--- src/omc_map.vh ---
// Constants shared by the operating-mode control block.
// Assumes it is included by bare name from the design and verification files.
`ifndef OMC_MAP_VH
`define OMC_MAP_VH

// Encoded operating mode.
`define OMC_MODE_REAL 3'h0
`define OMC_MODE_PROT 3'h1
`define OMC_MODE_VM 3'h2
`define OMC_MODE_LONG64 3'h3
`define OMC_MODE_COMPAT 3'h4
`define OMC_MODE_SYSMGMT 3'h5

// Encoded address, operand and stack sizes.
`define OMC_SIZE_16 2'h0
`define OMC_SIZE_32 2'h1
`define OMC_SIZE_64 2'h2

// Privilege levels.
`define OMC_PRIV_0 2'h0
`define OMC_PRIV_3 2'h3

// Reset values.
`define OMC_RST_VM_FLAG 1'h0
`define OMC_RST_SYSMGMT 1'h0

`endif

--- src/omc_size_dec.v ---
// Default and effective size decoder for the operating-mode control block.
// Assumes mode code and prefix flags come from logic on the same clock.
`include "omc_map.vh"

module omc_size_dec (
  input wire [2:0] mode_i,
  input wire cs_default_big_i,
  input wire opsize_prefix_i,
  input wire adsize_prefix_i,
  input wire rex_w_i,
  output reg [1:0] addr_size_o,
  output reg [1:0] oper_size_o,
  output reg [1:0] stack_size_o
);

  // ----------------------------------------------------------------
  // Size selection
  // ----------------------------------------------------------------
  function [1:0] omc_flip;
    input big;
    input pfx;
    begin
      omc_flip = (big ^ pfx) ? `OMC_SIZE_32 : `OMC_SIZE_16;
    end
  endfunction

  always @* begin
    addr_size_o = `OMC_SIZE_16;
    oper_size_o = `OMC_SIZE_16;
    stack_size_o = `OMC_SIZE_16;
    case (mode_i)
      `OMC_MODE_LONG64: begin
        addr_size_o = adsize_prefix_i ? `OMC_SIZE_32 : `OMC_SIZE_64;
        if (rex_w_i) begin
          oper_size_o = `OMC_SIZE_64;
        end else begin
          oper_size_o = opsize_prefix_i ? `OMC_SIZE_16 : `OMC_SIZE_32;
        end
        stack_size_o = `OMC_SIZE_64;
      end
      `OMC_MODE_COMPAT, `OMC_MODE_PROT: begin
        addr_size_o = omc_flip(cs_default_big_i, adsize_prefix_i);
        oper_size_o = omc_flip(cs_default_big_i, opsize_prefix_i);
        stack_size_o = omc_flip(cs_default_big_i, 1'b0);
      end
      default: begin
        // Real, machine and management modes all start at 16 bits.
        addr_size_o = omc_flip(1'b0, adsize_prefix_i);
        oper_size_o = omc_flip(1'b0, opsize_prefix_i);
        stack_size_o = `OMC_SIZE_16;
      end
    endcase
  end

endmodule

--- src/omc_mode_ctrl.v ---
// Operating-mode tracking and control for the processor core.
// Assumes control bits, segment attributes and prefixes come from core
// logic on clk_i; the management interrupt arrives on an external pin.
`include "omc_map.vh"

module omc_mode_ctrl (
  input wire clk_i,
  input wire rst_n_i,
  input wire prot_enable_i,
  input wire paging_enable_i,
  input wire long_enable_i,
  input wire cs_long_i,
  input wire cs_default_big_i,
  input wire [1:0] cs_priv_i,
  input wire opsize_prefix_i,
  input wire adsize_prefix_i,
  input wire register_extension_prefix_i,
  input wire rex_w_i,
  input wire vector_extension_prefix_i,
  input wire extended_op_prefix_i,
  input wire flags_load_tss_i,
  input wire interrupt_return_instr_i,
  input wire pop_flags_instr_i,
  input wire flags_vm_value_i,
  input wire sys_mgmt_interrupt_i,
  input wire sys_mgmt_resume_i,
  output reg [2:0] mode_o,
  output reg long_mode_o,
  output reg sub64_o,
  output reg compat_o,
  output reg virtual_machine_flag_o,
  output reg sys_mgmt_mode_o,
  output reg [1:0] addr_size_o,
  output reg [1:0] oper_size_o,
  output reg [1:0] stack_size_o,
  output reg reg_ext_o,
  output reg extra_general_registers_o,
  output reg extra_vector_registers_o,
  output reg upper_half_o,
  output reg uniform_byte_o,
  output reg instruction_pointer_64_o,
  output reg ip_relative_o,
  output reg va_limit_4g_o,
  output reg phys_space_1m_o,
  output reg paging_active_o,
  output reg addr_passthru_o,
  output reg legacy_segmentation_o,
  output reg long_mechanisms_o,
  output reg real_addressing_o,
  output reg seg_limit_4g_o,
  output reg [1:0] cpl_o
);

  // ----------------------------------------------------------------
  // States
  // ----------------------------------------------------------------
  localparam [4:0] ST_REAL = 5'h01;
  localparam [4:0] ST_PROT = 5'h02;
  localparam [4:0] ST_VM = 5'h04;
  localparam [4:0] ST_LONG64 = 5'h08;
  localparam [4:0] ST_COMPAT = 5'h10;

  function omc_is_long;
    input [4:0] st;
    begin
      omc_is_long = st[3] | st[4];
    end
  endfunction

  function [2:0] omc_code;
    input [4:0] st;
    input sys_mgmt_mode;
    begin
      if (sys_mgmt_mode) begin
        omc_code = `OMC_MODE_SYSMGMT;
      end else begin
        case (st)
          ST_PROT: omc_code = `OMC_MODE_PROT;
          ST_VM: omc_code = `OMC_MODE_VM;
          ST_LONG64: omc_code = `OMC_MODE_LONG64;
          ST_COMPAT: omc_code = `OMC_MODE_COMPAT;
          default: omc_code = `OMC_MODE_REAL;
        endcase
      end
    end
  endfunction

  reg [4:0] state_reg;
  reg [4:0] state_next;
  reg vm_flag_reg;
  reg vm_flag_next;
  reg smm_reg;
  reg smm_next;
  reg smi_sync1_reg;
  reg smi_sync2_reg;
  reg smi_prev_reg;
  wire long_active;
  wire vm_write;
  wire smi_rise;
  wire [2:0] mode_now;
  wire [1:0] dec_addr;
  wire [1:0] dec_oper;
  wire [1:0] dec_stack;

  // ----------------------------------------------------------------
  // Management interrupt pin synchroniser
  // ----------------------------------------------------------------
  always @(posedge clk_i or negedge rst_n_i) begin
    if (!rst_n_i) begin
      smi_sync1_reg <= 1'b0;
      smi_sync2_reg <= 1'b0;
      smi_prev_reg <= 1'b0;
    end else begin
      smi_sync1_reg <= sys_mgmt_interrupt_i;
      smi_sync2_reg <= smi_sync1_reg;
      smi_prev_reg <= smi_sync2_reg;
    end
  end

  // Recognised on the rising edge, so a held pin does not re-enter.
  assign smi_rise = smi_sync2_reg & ~smi_prev_reg;

  // ----------------------------------------------------------------
  // Mode tracking
  // ----------------------------------------------------------------
  // Long mode only activates with paged protected mode underneath; the
  // enabling order itself is left to software.
  assign long_active = long_enable_i & prot_enable_i & paging_enable_i;

  always @* begin
    state_next = ST_REAL;
    case (state_reg)
      ST_REAL, ST_PROT, ST_VM, ST_LONG64, ST_COMPAT: begin
        if (long_active) begin
          // The active code segment picks the submode every cycle.
          state_next = cs_long_i ? ST_LONG64 : ST_COMPAT;
        end else if (prot_enable_i) begin
          state_next = vm_flag_reg ? ST_VM : ST_PROT;
        end else begin
          state_next = ST_REAL;
        end
      end
      default: begin
        state_next = ST_REAL;
      end
    endcase
  end

  // ----------------------------------------------------------------
  // Virtual-machine flag
  // ----------------------------------------------------------------
  // Pop-flags is deliberately absent from the write enable.
  assign vm_write = flags_load_tss_i |
                    (interrupt_return_instr_i &
                     (cs_priv_i == `OMC_PRIV_0));

  always @* begin
    vm_flag_next = vm_flag_reg;
    if (vm_write) begin
      if (long_enable_i & flags_vm_value_i) begin
        // Silently dropped: no fault; the long-enable clear below still zeroes the flag.
        vm_flag_next = vm_flag_reg;
      end else begin
        vm_flag_next = flags_vm_value_i;
      end
    end
    if (long_enable_i) begin
      vm_flag_next = 1'b0;
    end
  end

  // ----------------------------------------------------------------
  // Management mode
  // ----------------------------------------------------------------
  always @* begin
    smm_next = smm_reg;
    if (sys_mgmt_resume_i) begin
      smm_next = 1'b0;
    end
    // Entry beats a resume in the same cycle so no interrupt is lost.
    if (smi_rise) begin
      smm_next = 1'b1;
    end
  end

  always @(posedge clk_i or negedge rst_n_i) begin
    if (!rst_n_i) begin
      state_reg <= ST_REAL;
      vm_flag_reg <= `OMC_RST_VM_FLAG;
      smm_reg <= `OMC_RST_SYSMGMT;
    end else begin
      state_reg <= state_next;
      vm_flag_reg <= vm_flag_next;
      smm_reg <= smm_next;
    end
  end

  // ----------------------------------------------------------------
  // Size decode
  // ----------------------------------------------------------------
  assign mode_now = omc_code(state_reg, smm_reg);

  omc_size_dec u_size_dec (
    .mode_i(mode_now),
    .cs_default_big_i(cs_default_big_i),
    .opsize_prefix_i(opsize_prefix_i),
    .adsize_prefix_i(adsize_prefix_i),
    .rex_w_i(rex_w_i),
    .addr_size_o(dec_addr),
    .oper_size_o(dec_oper),
    .stack_size_o(dec_stack)
  );

  // ----------------------------------------------------------------
  // Registered mode outputs
  // ----------------------------------------------------------------
  // Everything is registered one cycle behind the state so downstream
  // decode sees a stable, glitch-free view; the cost is a cycle of lag
  // after a prefix or attribute changes.
  always @(posedge clk_i or negedge rst_n_i) begin
    if (!rst_n_i) begin
      mode_o <= `OMC_MODE_REAL;
      long_mode_o <= 1'b0;
      sub64_o <= 1'b0;
      compat_o <= 1'b0;
      virtual_machine_flag_o <= `OMC_RST_VM_FLAG;
      sys_mgmt_mode_o <= `OMC_RST_SYSMGMT;
      addr_size_o <= `OMC_SIZE_16;
      oper_size_o <= `OMC_SIZE_16;
      stack_size_o <= `OMC_SIZE_16;
      reg_ext_o <= 1'b0;
      extra_general_registers_o <= 1'b0;
      extra_vector_registers_o <= 1'b0;
      upper_half_o <= 1'b0;
      uniform_byte_o <= 1'b0;
      instruction_pointer_64_o <= 1'b0;
      ip_relative_o <= 1'b0;
      va_limit_4g_o <= 1'b0;
      phys_space_1m_o <= 1'b1;
      paging_active_o <= 1'b0;
      addr_passthru_o <= 1'b1;
      legacy_segmentation_o <= 1'b0;
      long_mechanisms_o <= 1'b0;
      real_addressing_o <= 1'b1;
      seg_limit_4g_o <= 1'b0;
      cpl_o <= `OMC_PRIV_0;
    end else begin
      mode_o <= mode_now;
      long_mode_o <= omc_is_long(state_reg);
      sub64_o <= (state_reg == ST_LONG64);
      compat_o <= (state_reg == ST_COMPAT);
      virtual_machine_flag_o <= vm_flag_reg;
      sys_mgmt_mode_o <= smm_reg;
      addr_size_o <= dec_addr;
      oper_size_o <= dec_oper;
      stack_size_o <= dec_stack;
      // Extensions need 64-bit submode outside management mode.
      reg_ext_o <= (mode_now == `OMC_MODE_LONG64);
      extra_general_registers_o <= (mode_now == `OMC_MODE_LONG64) &
                                   (register_extension_prefix_i |
                                    vector_extension_prefix_i |
                                    extended_op_prefix_i);
      extra_vector_registers_o <= (mode_now == `OMC_MODE_LONG64) &
                                  (register_extension_prefix_i |
                                   vector_extension_prefix_i |
                                   extended_op_prefix_i);
      upper_half_o <= (mode_now == `OMC_MODE_LONG64);
      uniform_byte_o <= (mode_now == `OMC_MODE_LONG64) &
                        register_extension_prefix_i;
      instruction_pointer_64_o <= (mode_now == `OMC_MODE_LONG64);
      ip_relative_o <= (mode_now == `OMC_MODE_LONG64);
      va_limit_4g_o <= (mode_now == `OMC_MODE_COMPAT) |
                       (mode_now == `OMC_MODE_PROT);
      phys_space_1m_o <= (mode_now == `OMC_MODE_REAL) |
                         (mode_now == `OMC_MODE_VM);
      // Real and management modes never page.
      paging_active_o <= paging_enable_i &
                         ((mode_now == `OMC_MODE_PROT) |
                          (mode_now == `OMC_MODE_VM) |
                          omc_is_long(state_reg)) &
                         ~smm_reg;
      addr_passthru_o <= ~paging_enable_i |
                         (mode_now == `OMC_MODE_REAL) |
                         (mode_now == `OMC_MODE_SYSMGMT);
      legacy_segmentation_o <= (mode_now == `OMC_MODE_COMPAT) |
                               (mode_now == `OMC_MODE_PROT);
      long_mechanisms_o <= omc_is_long(state_reg) & ~smm_reg;
      real_addressing_o <= (mode_now == `OMC_MODE_REAL) |
                           (mode_now == `OMC_MODE_VM) |
                           (mode_now == `OMC_MODE_SYSMGMT);
      seg_limit_4g_o <= (mode_now == `OMC_MODE_SYSMGMT);
      case (mode_now)
        `OMC_MODE_REAL: cpl_o <= `OMC_PRIV_0;
        `OMC_MODE_SYSMGMT: cpl_o <= `OMC_PRIV_0;
        `OMC_MODE_VM: cpl_o <= `OMC_PRIV_3;
        default: cpl_o <= cs_priv_i;
      endcase
    end
  end

endmodule

--- config.mk ---
export PLATFORM = sky130hd
export DESIGN_NAME = omc_mode_ctrl
export DESIGN_NICKNAME = d
export VERILOG_FILES = /design/src/omc_size_dec.v /design/src/omc_mode_ctrl.v
export VERILOG_INCLUDE_DIRS = /design/src /design/src/src
export SDC_FILE = /design/constraint.sdc
export NUM_CORES = 1
export LEC_CHECK = 0
export BUFFER_PORTS_ARGS = -buffer_cell sky130_fd_sc_hd__buf_2
export CELL_PAD_IN_SITES_DETAIL_PLACEMENT = 0
export CELL_PAD_IN_SITES_GLOBAL_PLACEMENT = 1
export CORE_ASPECT_RATIO = 1.5
export CORE_UTILIZATION = 36
export CTS_CLUSTER_DIAMETER = 60
export CTS_CLUSTER_SIZE = 28
export DETAILED_ROUTE_END_ITERATION = 8
export PLACE_DENSITY = 0.84
export SETUP_SLACK_MARGIN = 0.05
export SYNTH_ARGS = -nofsm -noshare
export SYNTH_HDL_FRONTEND = slang
export SYNTH_SLANG_ARGS = --single-unit
--- constraint.sdc ---
create_clock -name clk_i -period 1.5 [get_ports clk_i]
set_input_delay 0.075 -clock clk_i [delete_from_list [all_inputs] [get_ports clk_i]]
set_output_delay 0.075 -clock clk_i [all_outputs]
set_load 0.02 [all_outputs]
==> results of run 1 <==
[layer usage]
layer | track usage [%] | vias up
met1 | 14.45 | 510
met2 | 25.12 | 38
li1 | - | 519
met4 | 7.368 | 0
met3 | 3.640 | 8
met5 | 0 | -
[what timing repair did]
action,4_1_cts,5_1_grt
hold buffers,5,0
endpoints found under the setup margin,0,8
buffers inserted,0,1
resized for setup,0,2
endpoints found under the hold margin,37,0
[cells by family after synthesis]
group,after synthesis,share of synthesized area (%)
AO/OA/AOI/OAI,23,10.56
XOR/XNOR,5,3.082
buffers and inverters,21,7.306
flip-flops,36,63.73
AND/OR/NAND/NOR,36,15.32
[layout by cell type, fill, tap and decap left out, types with 2 or more instances in the layout]
master,n
xor2_1,3
nand4b_1,2
nand3_1,2
and2_1,3
nand2_1,3
o211ai_1,2
dfstp_2,4
inv_1,9
dfrtp_1,31
xnor2_1,2
nor2b_1,2
a21bo_2,2
nor3_1,3
a21oi_1,7
or2_2,2
clkbuf_8,7
o21ai_0,8
dlygate4sd3_1,5
nand2b_1,2
buf_4,8
nor4_1,3
nor2_1,5
buf_2,50
[per-stage QoR]
stage / setup slack, ns / hold slack, ns / cells / power, mW / util, %
final: 0.04327 / 0.007611 / 224 / 2.113 / 50.40
after global routing: 0.001386 / 0.01757 / 224 / 2.222 / 50.40
after CTS: 0.05788 / 0.002559 / 223 / 2.145 / 50.10
after detailed placement: 0.07048 / 0.1848 / 210 / 1.396 / 46.06
after global placement: 0.08673 / 0.1668 / 210 / 1.384 / 46.06
after floorplan: 0.1055 / -0.2206 / 121 / 1.259 / -
[layout make-up]
| cell class | instances | area [um^2] |
|---|---|---|
| well taps | 43 | 53.80 |
| clock buffers | 8 | 100.1 |
| fillers | 360 | 1843 |
| repair buffers | 63 | 360.3 |
| inverters | 10 | 37.54 |
| flip-flops and latches | 36 | 907.1 |
| multi-input cells | 64 | 414.1 |
[power by group]
group / leakage, nW / internal [mW] / switching [mW]
clock: 0.0515 / 0.418 / 0.307
sequential: 0.463 / 1.03 / 0.0231
combinational: 0.498 / 0.144 / 0.188
total: 1.01 / 1.59 / 0.518
[worst paths after layout]
path / slack, ns / from / cells past startpoint / end
max reg2reg: 0.04 / state_reg[1] / 4 / uniform_byte_o
min: 0.008 / extended_op_prefix_i / 3 / extra_vector_registers_o
min in group asynchronous: 0.40 / rst_n_i / 2 / smi_prev_reg
max: 0.04 / state_reg[1] / 4 / uniform_byte_o
max in group asynchronous: 0.57 / rst_n_i / 2 / state_reg[3]
min reg2reg: 0.35 / smi_sync1_reg / 0 / smi_sync2_reg
[critical path: cells and delay by family (launching register included)]
kind | cells | cell delay, ns
buffers and inverters | 1 | 0.07
DFF | 1 | 0.38
and+or+nand+nor | 3 | 0.96
==> metrics.yaml, run 1 <==
logic_synthesis:
  syn_inst: 121
  netlist_area_mm2: 0.001421
  syn-mean-instance-area_um2: 11.75
  synth_top_area_share_pct: 56.34
  yosysMostFrequentCell: "dfrtp_1"
  seq_area_frac_synth_pct: 63.73
  synth_edf_count: 0
  synth.area.top_cells: "dfrtp_1 56%, dfstp_2 7.4%, o21ai_0 2.8%"
  synth_commonest_cells: "32 x dfrtp_1, 9 x inv_1, 8 x o21ai_0, 7 x a21oi_1"
  syn-num-nets: 142
  synthArstFlopShare_pct: 100.0
  ys_warn_count: 0
  dominantRegCellSynth: "dfrtp_1"
  yosysTopAreaCell: "dfrtp_1"
  synth-seq-cells: 36
  synth_cell_types: 35
flow_run:
  cap_violations: 0
cts:
  cts_tree: "built"
  numClockSinks: 36
  clk_path_buf_depth: 2
  tritoncts.num_buffers: 5
  clk_pin_slew_ns: 0.07
  insertion_delay_ns: 0.28
  cts.root.buffer_cell: "clkbuf_8"
  htreeDepth: 2
finish:
  layout-drive-gt1-share_pct: 44.75
  antenna_cells: 0
  largest_reg_flops: 5
  area_delta_synth_final_pct: 31.78
  postLayoutCellArea_mm2: 0.001873
  nets: 201
place:
  dp_hpwl_um: 2015
  dpl-instance-area_mm2: 0.001712
  gp_congestion: 0.7647
  numPortBuffers: 50
outcome:
  status: "finished clean"
detailed_routing:
  top_layer: "met4"
  dr.pass1.iters: 4
  wl_per_cell_um: 11.76
  met1_length_um: 951
  drt-total-wl_um: 2634
  dr_wl_met2_um: 1450
  wl_met3_um: 168
  vias: 1075
  postRouteAntennaNets: 0
  drt_iter0_drc: 7
  drc: 0
  via_per_inst: 4.799
timing:
  finalSetupViolCount: 0
  rsz0062_at_grt: "true"
  finalSetupTns_ns: 0
  worstMarginPinSlew_ns: 0.7468
  max_slew_margin_pct: 50.21
  fin_skew_ns: 0.006367
  fmax_mhz: 686.5
  hold_violations: 0
  slew_viol_final: 0
  min_period_over_period_pct: 97.12
  min_period_ns: 1.457
floorplan:
  floorplan.die.width_um: 53.31
  initial_core_util_pct: 38.25
  io_pins: 52
  fp-row-count: 27
  fp.dieH_um: 78.96
  core_region_area_mm2: 0.003716
  dieArea_mm2: 0.004209
grt:
  antenna_found_initial: 0
  gr-total-overflow: 0
  grt_pass1_wl_um: 4326
  grt_pass1_vias: 1040
  grt_start_max_net_pins: 37
  grt_usage_pct: 14.16
worst_setup_path:
  crit_path_cell_trace: "or4_4 -> or2_4 -> inv_2 -> and2_1"
  start_kind: "flip-flop"
  worstPathArrival_ns: 1.68
  cp-end-kind: "flip-flop"
  cpPeakStageDelay_ns: 0.54
  path_max_fanout: 5
  crit_required_ns: 1.72
  cp_slowest_cell: "or4_4"
  worst-setup-path-type: "reg2reg"
power:
  ir_drop_mv: 0.5799
  leakage_nw: 1.013
  powerDensity_mw_per_mm2: 1128
worst_hold_path:
  hp-class: "in2reg"
Note: power is estimated with default switching activity, not from simulation.
==> run 2: changes to the inputs <==
--- a/config.mk
+++ b/config.mk
@@ -7,14 +7,15 @@
 export NUM_CORES = 1
 export LEC_CHECK = 0
 export BUFFER_PORTS_ARGS = -buffer_cell sky130_fd_sc_hd__buf_2
+export CAP_MARGIN = 15
 export CELL_PAD_IN_SITES_DETAIL_PLACEMENT = 0
 export CELL_PAD_IN_SITES_GLOBAL_PLACEMENT = 1
 export CORE_ASPECT_RATIO = 1.5
-export CORE_UTILIZATION = 36
+export CORE_UTILIZATION = 33
 export CTS_CLUSTER_DIAMETER = 60
 export CTS_CLUSTER_SIZE = 28
 export DETAILED_ROUTE_END_ITERATION = 8
-export PLACE_DENSITY = 0.84
+export PLACE_DENSITY = 0.82
 export SETUP_SLACK_MARGIN = 0.05
 export SYNTH_ARGS = -nofsm -noshare
 export SYNTH_HDL_FRONTEND = slang
==> constraint.sdc (replaced) <==
create_clock -name clk_i -period 1.25 [get_ports clk_i]
set_input_delay 0.0625 -clock clk_i [delete_from_list [all_inputs] [get_ports clk_i]]
set_output_delay 0.0625 -clock clk_i [all_outputs]
set_load 0.02 [all_outputs]
==> run 2 against run 1 <==
  * The run now ends with setup timing left
  * Clock skew fell by 0.0028 ns
  * Critical path depth did not move
  * Flip-flop and latch count did not move
  * Final cell count rose by 7.6%
  * Hold slack got worse by 0.0031 ns
  * Setup slack got worse by 0.22 ns
  * Power rose by 36%
  * Critical endpoint is now oper_size_o[1]
  * First-iteration DRC count rose to 5.6 times the previous value
  * Count of clock-buffer cells in the layout fell by 3
==> metrics.yaml, run 2 (synthesis gave the netlist of run 1 again) <==
outcome:
  violations: "setup timing"
  status: "finished, violations left"
finish:
  nets: 216
  antenna_cells: 0
  area_delta_synth_final_pct: 54.58
  layout-drive-gt1-share_pct: 60.71
  fin_cells: 241
  largest_reg_flops: 5
  final_cell_mix: "50 x buf_2, 30 x dfrtp_1, 15 x buf_4"
  layout_commonest_cell: "buf_2"
timing:
  finalSetupViolCount: 16
  worstMarginPinSlew_ns: 0.4475
  hold_violations: 0
  min_period_ns: 1.431
  hold_ws_ns: 0.004463
  setup_slack_ns: -0.1811
  fin_skew_ns: 0.003614
  rsz0062_at_grt: "true"
  min_period_over_period_pct: 114.5
  fmax_mhz: 698.8
  slew_viol_final: 0
  max_slew_margin_pct: 70.17
worst_setup_path:
  path_max_fanout: 5
  worstPathArrival_ns: 1.66
  rr_startpoint: "state_reg[1]"
  r2r_slack_ns: -0.18
  worst-setup-path-type: "reg2reg"
  reg2reg_depth: 4
  cp-end-kind: "flip-flop"
  crit_required_ns: 1.48
  start_kind: "flip-flop"
  reg2reg_to: "oper_size_o[1]"
grt:
  met3_usage_pct: 3.115
  grt_pass1_wl_um: 5078
  grt_pass1_vias: 1115
  grt_use_met2_pct: 26.99
  gr-total-overflow: 0
  antenna_found_initial: 0
  busiest_layer: "met2"
  grt_use_met1_pct: 15.66
  grt_start_max_net_pins: 37
  grt_usage_pct: 14.56
place:
  dp_hpwl_um: 2097
  gp_congestion: 0.7491
  numPortBuffers: 50
  dpl.cell_count: 217
detailed_routing:
  drt-total-wl_um: 3107
  wl_per_cell_um: 12.89
  via_per_inst: 4.776
  drt_iter0_drc: 39
  dr.pass1.iters: 4
  postRouteAntennaNets: 0
  drc: 0
  vias: 1151
power:
  p_clk_share_pct: 35.0
  leakage_nw: 1.129
  ir_drop_mv: 1.169
  finalPower_mw: 2.874
  powerDensity_mw_per_mm2: 1308
  p_sw_uw: 762.8
  comb_power_share_pct: 21.0
  seq_power_share_pct: 44.0
  internal_power_mw: 2.111
  switching_share_pct: 26.55
floorplan:
  fp-row-count: 28
  core_region_area_mm2: 0.004029
  io_pins: 52
  floorplan.die.width_um: 55.59
  dieArea_mm2: 0.004579
  initial_core_util_pct: 35.28
  fp.dieH_um: 82.38
cts:
  insertion_delay_ns: 0.29
  clk_pin_slew_ns: 0.07
  tritoncts.num_buffers: 5
  cts.root.buffer_cell: "clkbuf_8"
  cts_tree: "built"
  clk_path_buf_depth: 2
  htreeDepth: 2
  numClockSinks: 36
worst_hold_path:
  hp-class: "in2reg"
  hp-start: "cs_priv_i[1]"
  min_path_cells: 3
  min_to: "cpl_o[1]"
flow_run:
  cap_violations: 0
-- run 2: changes by cell type in the layout (fill, tap and decap cells not counted), moves of 3 or more --
cell and delta:
buf_4 +7, o21ai_0 -6, buf_6 +5, a21oi_1 -4
a21oi_2 +4, nor4_1 -3, o21ai_2 +3
-- run 2: repair_timing --
action                                 CTS  global route
gates cloned                             1             0
pin swaps                               11             9
endpoints found under the hold margin   37             0
hold buffers                             5             0
buffers inserted                         5             6
gates resized for setup                 26            18
setup endpoints to repair               21            24
-- run 2: per-stage QoR --
step	area (um^2)	TNS, ns	util [%]	setup WS (ns)
after detailed placement	1778	-1.580	44.13	-0.1731
after global routing	2197	-2.617	54.53	-0.2295
after global placement	1778	-0.8888	44.13	-0.1589
final	2197	-1.783	54.53	-0.1811
after floorplan	1465	-0.5890	-	-0.1443
after CTS	2090	-1.703	51.86	-0.1845
-- run 2: worst max-delay path by stage --
stage | start | end | depth (start not counted)
after global placement | state_reg[0] | oper_size_o[0] | 3
after CTS | state_reg[0] | oper_size_o[0] | 3
after detailed placement | state_reg[0] | oper_size_o[0] | 3
after floorplan | state_reg[1] | oper_size_o[0] | 3
after global routing | state_reg[1] | oper_size_o[1] | 4
final | state_reg[1] | oper_size_o[1] | 4
-- run 2: power by group through the flow --
stage	registers [mW]	clock network (mW)	logic, mW
2_1_floorplan	1.34	0	0.194
3_3_place_gp	1.28	0	0.401
3_5_place_dp	1.29	0	0.417
4_1_cts	1.27	1.03	0.556
5_1_grt	1.27	1.07	0.652
6_report	1.26	1.01	0.603
-- run 2: area by class of cell --
class | instances | area [um^2]
repair buffers | 78 | 504.2
well taps | 45 | 56.30
multi-input cells | 64 | 579.3
inverters | 10 | 37.54
clock inverters | 3 | 42.54
flip-flops and latches | 36 | 908.4
fillers | 334 | 1832
clock buffers | 5 | 68.82
-- run 2: critical path, cell delays in order (launching register included) --
cell	delay [ns]
dfrtp_1	0.39
or4_4	0.53
or2_4	0.27
inv_2	0.07
and2_1	0.11
-- run 2: per-layer routing --
layer / vias to the layer above / wire (um)
met1: 563 / 1189
met3: 6 / 163
met2: 37 / 1687
met4: 0 / 66
li1: 545 / -
met5: - / 0
==> run 3: changes to the inputs <==
--- a/config.mk
+++ b/config.mk
@@ -10,7 +10,6 @@
 export CAP_MARGIN = 15
 export CELL_PAD_IN_SITES_DETAIL_PLACEMENT = 0
 export CELL_PAD_IN_SITES_GLOBAL_PLACEMENT = 1
-export CORE_ASPECT_RATIO = 1.5
 export CORE_UTILIZATION = 33
 export CTS_CLUSTER_DIAMETER = 60
 export CTS_CLUSTER_SIZE = 28
==> run 3 against run 2 <==
  * The flow still finishes with violations (setup timing)
  * Hold slack gained 0.016 ns
  * Core utilization is 2.7 points lower
  * Count of clock-buffer cells in the layout rose by 2
  * First-iteration DRC count shrank 59%
  * Via count is 1.7% lower
  * Non-clock buffer count shrank 6
  * Critical endpoint unchanged
==> metrics.yaml, run 3 (synthesis gave the netlist of run 1 again) <==
floorplan:
  fp-row-count: 23
  io_pins: 52
  initial_core_util_pct: 35.03
  core_region_area_mm2: 0.004058
  floorplan.die.width_um: 67.63
  dieArea_mm2: 0.004574
  fp.dieH_um: 67.63
cts:
  htreeDepth: 2
  tritoncts.num_buffers: 5
  clk_path_buf_depth: 2
  cts.root.buffer_cell: "clkbuf_8"
  insertion_delay_ns: 0.28
  cts_tree: "built"
  clk_pin_slew_ns: 0.07
  numClockSinks: 36
finish:
  fillers: 371
  antenna_cells: 0
  final_cell_mix: "51 x buf_2, 30 x dfrtp_1, 9 x inv_1, 9 x buf_4"
  largest_reg_flops: 5
  multi_input_area_um2: 541.8
  layout-drive-gt1-share_pct: 56.84
  layout_commonest_cell: "buf_2"
  final_util_pct: 51.87
  area_delta_synth_final_pct: 48.06
  nets: 210
  postLayoutCellArea_mm2: 0.002105
  regArea_um2: 908.4
worst_hold_path:
  hp-class: "in2reg"
timing:
  setup_slack_ns: -0.1999
  fmax_mhz: 689.7
  hold_violations: 0
  worstMarginPinSlew_ns: 0.4528
  min_period_over_period_pct: 116.0
  slew_viol_final: 0
  min_period_ns: 1.450
  finalSetupViolCount: 16
  rsz0062_at_grt: "true"
  max_slew_margin_pct: 69.82
  fin_skew_ns: 0.006817
grt:
  grt_usage_pct: 14.66
  grt_pass1_wl_um: 4740
  antenna_found_initial: 0
  grt_start_max_net_pins: 20
  gr-total-overflow: 0
  grt_pass1_vias: 1117
worst_setup_path:
  crit_required_ns: 1.47
  crit_path_cell_trace: "or4_4 -> or2_4 -> inv_2 -> and2_1"
  worst-setup-path-type: "reg2reg"
  cpPeakStageDelay_ns: 0.55
  cp_slowest_cell: "or4_4"
  path_max_fanout: 5
  crit_family: "simple AND/OR/NAND/NOR gates"
  start_kind: "flip-flop"
  worstPathBufferInverterCount: 1
  cp-end-kind: "flip-flop"
  worstPathArrival_ns: 1.67
place:
  dpl-instance-area_mm2: 0.001789
  gp_congestion: 0.7654
  numPortBuffers: 50
  dp_hpwl_um: 2150
detailed_routing:
  drt-total-wl_um: 3177
  drc: 0
  dr.pass1.iters: 4
  drt_iter0_drc: 16
  wl_per_cell_um: 13.24
  vias: 1132
  via_per_inst: 4.717
  postRouteAntennaNets: 0
flow_run:
  cap_violations: 0
power:
  leakage_nw: 1.078
  ir_drop_mv: 0.5418
  powerDensity_mw_per_mm2: 1247
outcome:
  status: "finished, violations left"
  violations: "setup timing"
==> run 3: layout make-up <==
| class | count | share of cell area [%] |
|---|---|---|
| Clock inverter | 1 | 0.3567 |
| Multi-Input combinational cell | 64 | 25.74 |
| Sequential cell | 36 | 43.16 |
| Inverter | 10 | 1.784 |
| Clock buffer | 7 | 4.102 |
| Tap cell | 50 | 2.973 |
| Timing Repair Buffer | 72 | 21.88 |
==> run 3: through the flow <==
| stage | hold WS [ns] | setup WS (ns) | total power, mW | cells | setup TNS [ns] |
|---|---|---|---|---|---|
| global placement | 0.02503 | -0.1614 | 1.687 | 221 | -1.144 |
| detailed placement | 0.03375 | -0.1792 | 1.704 | 221 | -1.646 |
| finish | 0.02068 | -0.1999 | 2.624 | 240 | -1.761 |
| floorplan | -0.2331 | -0.1443 | 1.534 | 121 | -0.5890 |
| global route | 0.01439 | -0.2224 | 2.744 | 240 | -2.251 |
| CTS | 0.009705 | -0.1947 | 2.609 | 240 | -1.315 |
==> run 3: power by group <==
| group | internal (mW) | switching (mW) | total [mW] |
|---|---|---|---|
| Clock | 0.447 | 0.392 | 0.840 |
| Combinational | 0.225 | 0.292 | 0.517 |
| Sequential | 1.24 | 0.0289 | 1.27 |
==> run 3: timing repair <==
| item | 4_1_cts | 5_1_grt |
|---|---|---|
| setup buffers | 6 | 0 |
| gates resized for setup | 18 | 14 |
| pin swaps | 8 | 6 |
| hold endpoints to repair | 22 | 0 |
| endpoints found under the setup margin | 22 | 22 |
| cloned | 0 | 0 |
| hold buffers | 5 | 0 |
==> run 3: final timing paths <==
path | startpoint | end | slack [ns] | cells after the start
max | state_reg[0] | oper_size_o[1] | -0.20 | 4
min in group asynchronous | rst_n_i | virtual_machine_flag_o | 0.25 | 2
min reg2reg | smi_sync1_reg | smi_sync2_reg | 0.35 | 0
min | rex_w_i | oper_size_o[1] | 0.02 | 2
max in group asynchronous | rst_n_i | addr_passthru_o | 0.46 | 3
max reg2reg | state_reg[0] | oper_size_o[1] | -0.20 | 4
==> run 3: routing by layer <==
layer | track usage, % | vias up | share of wire, %
li1 | - | 535 | -
met1 | 14.67 | 548 | 39
met2 | 26.11 | 39 | 52
met3 | 5.068 | 10 | 6.1
met4 | 8.245 | 0 | 2.9
met5 | 0 | - | 0
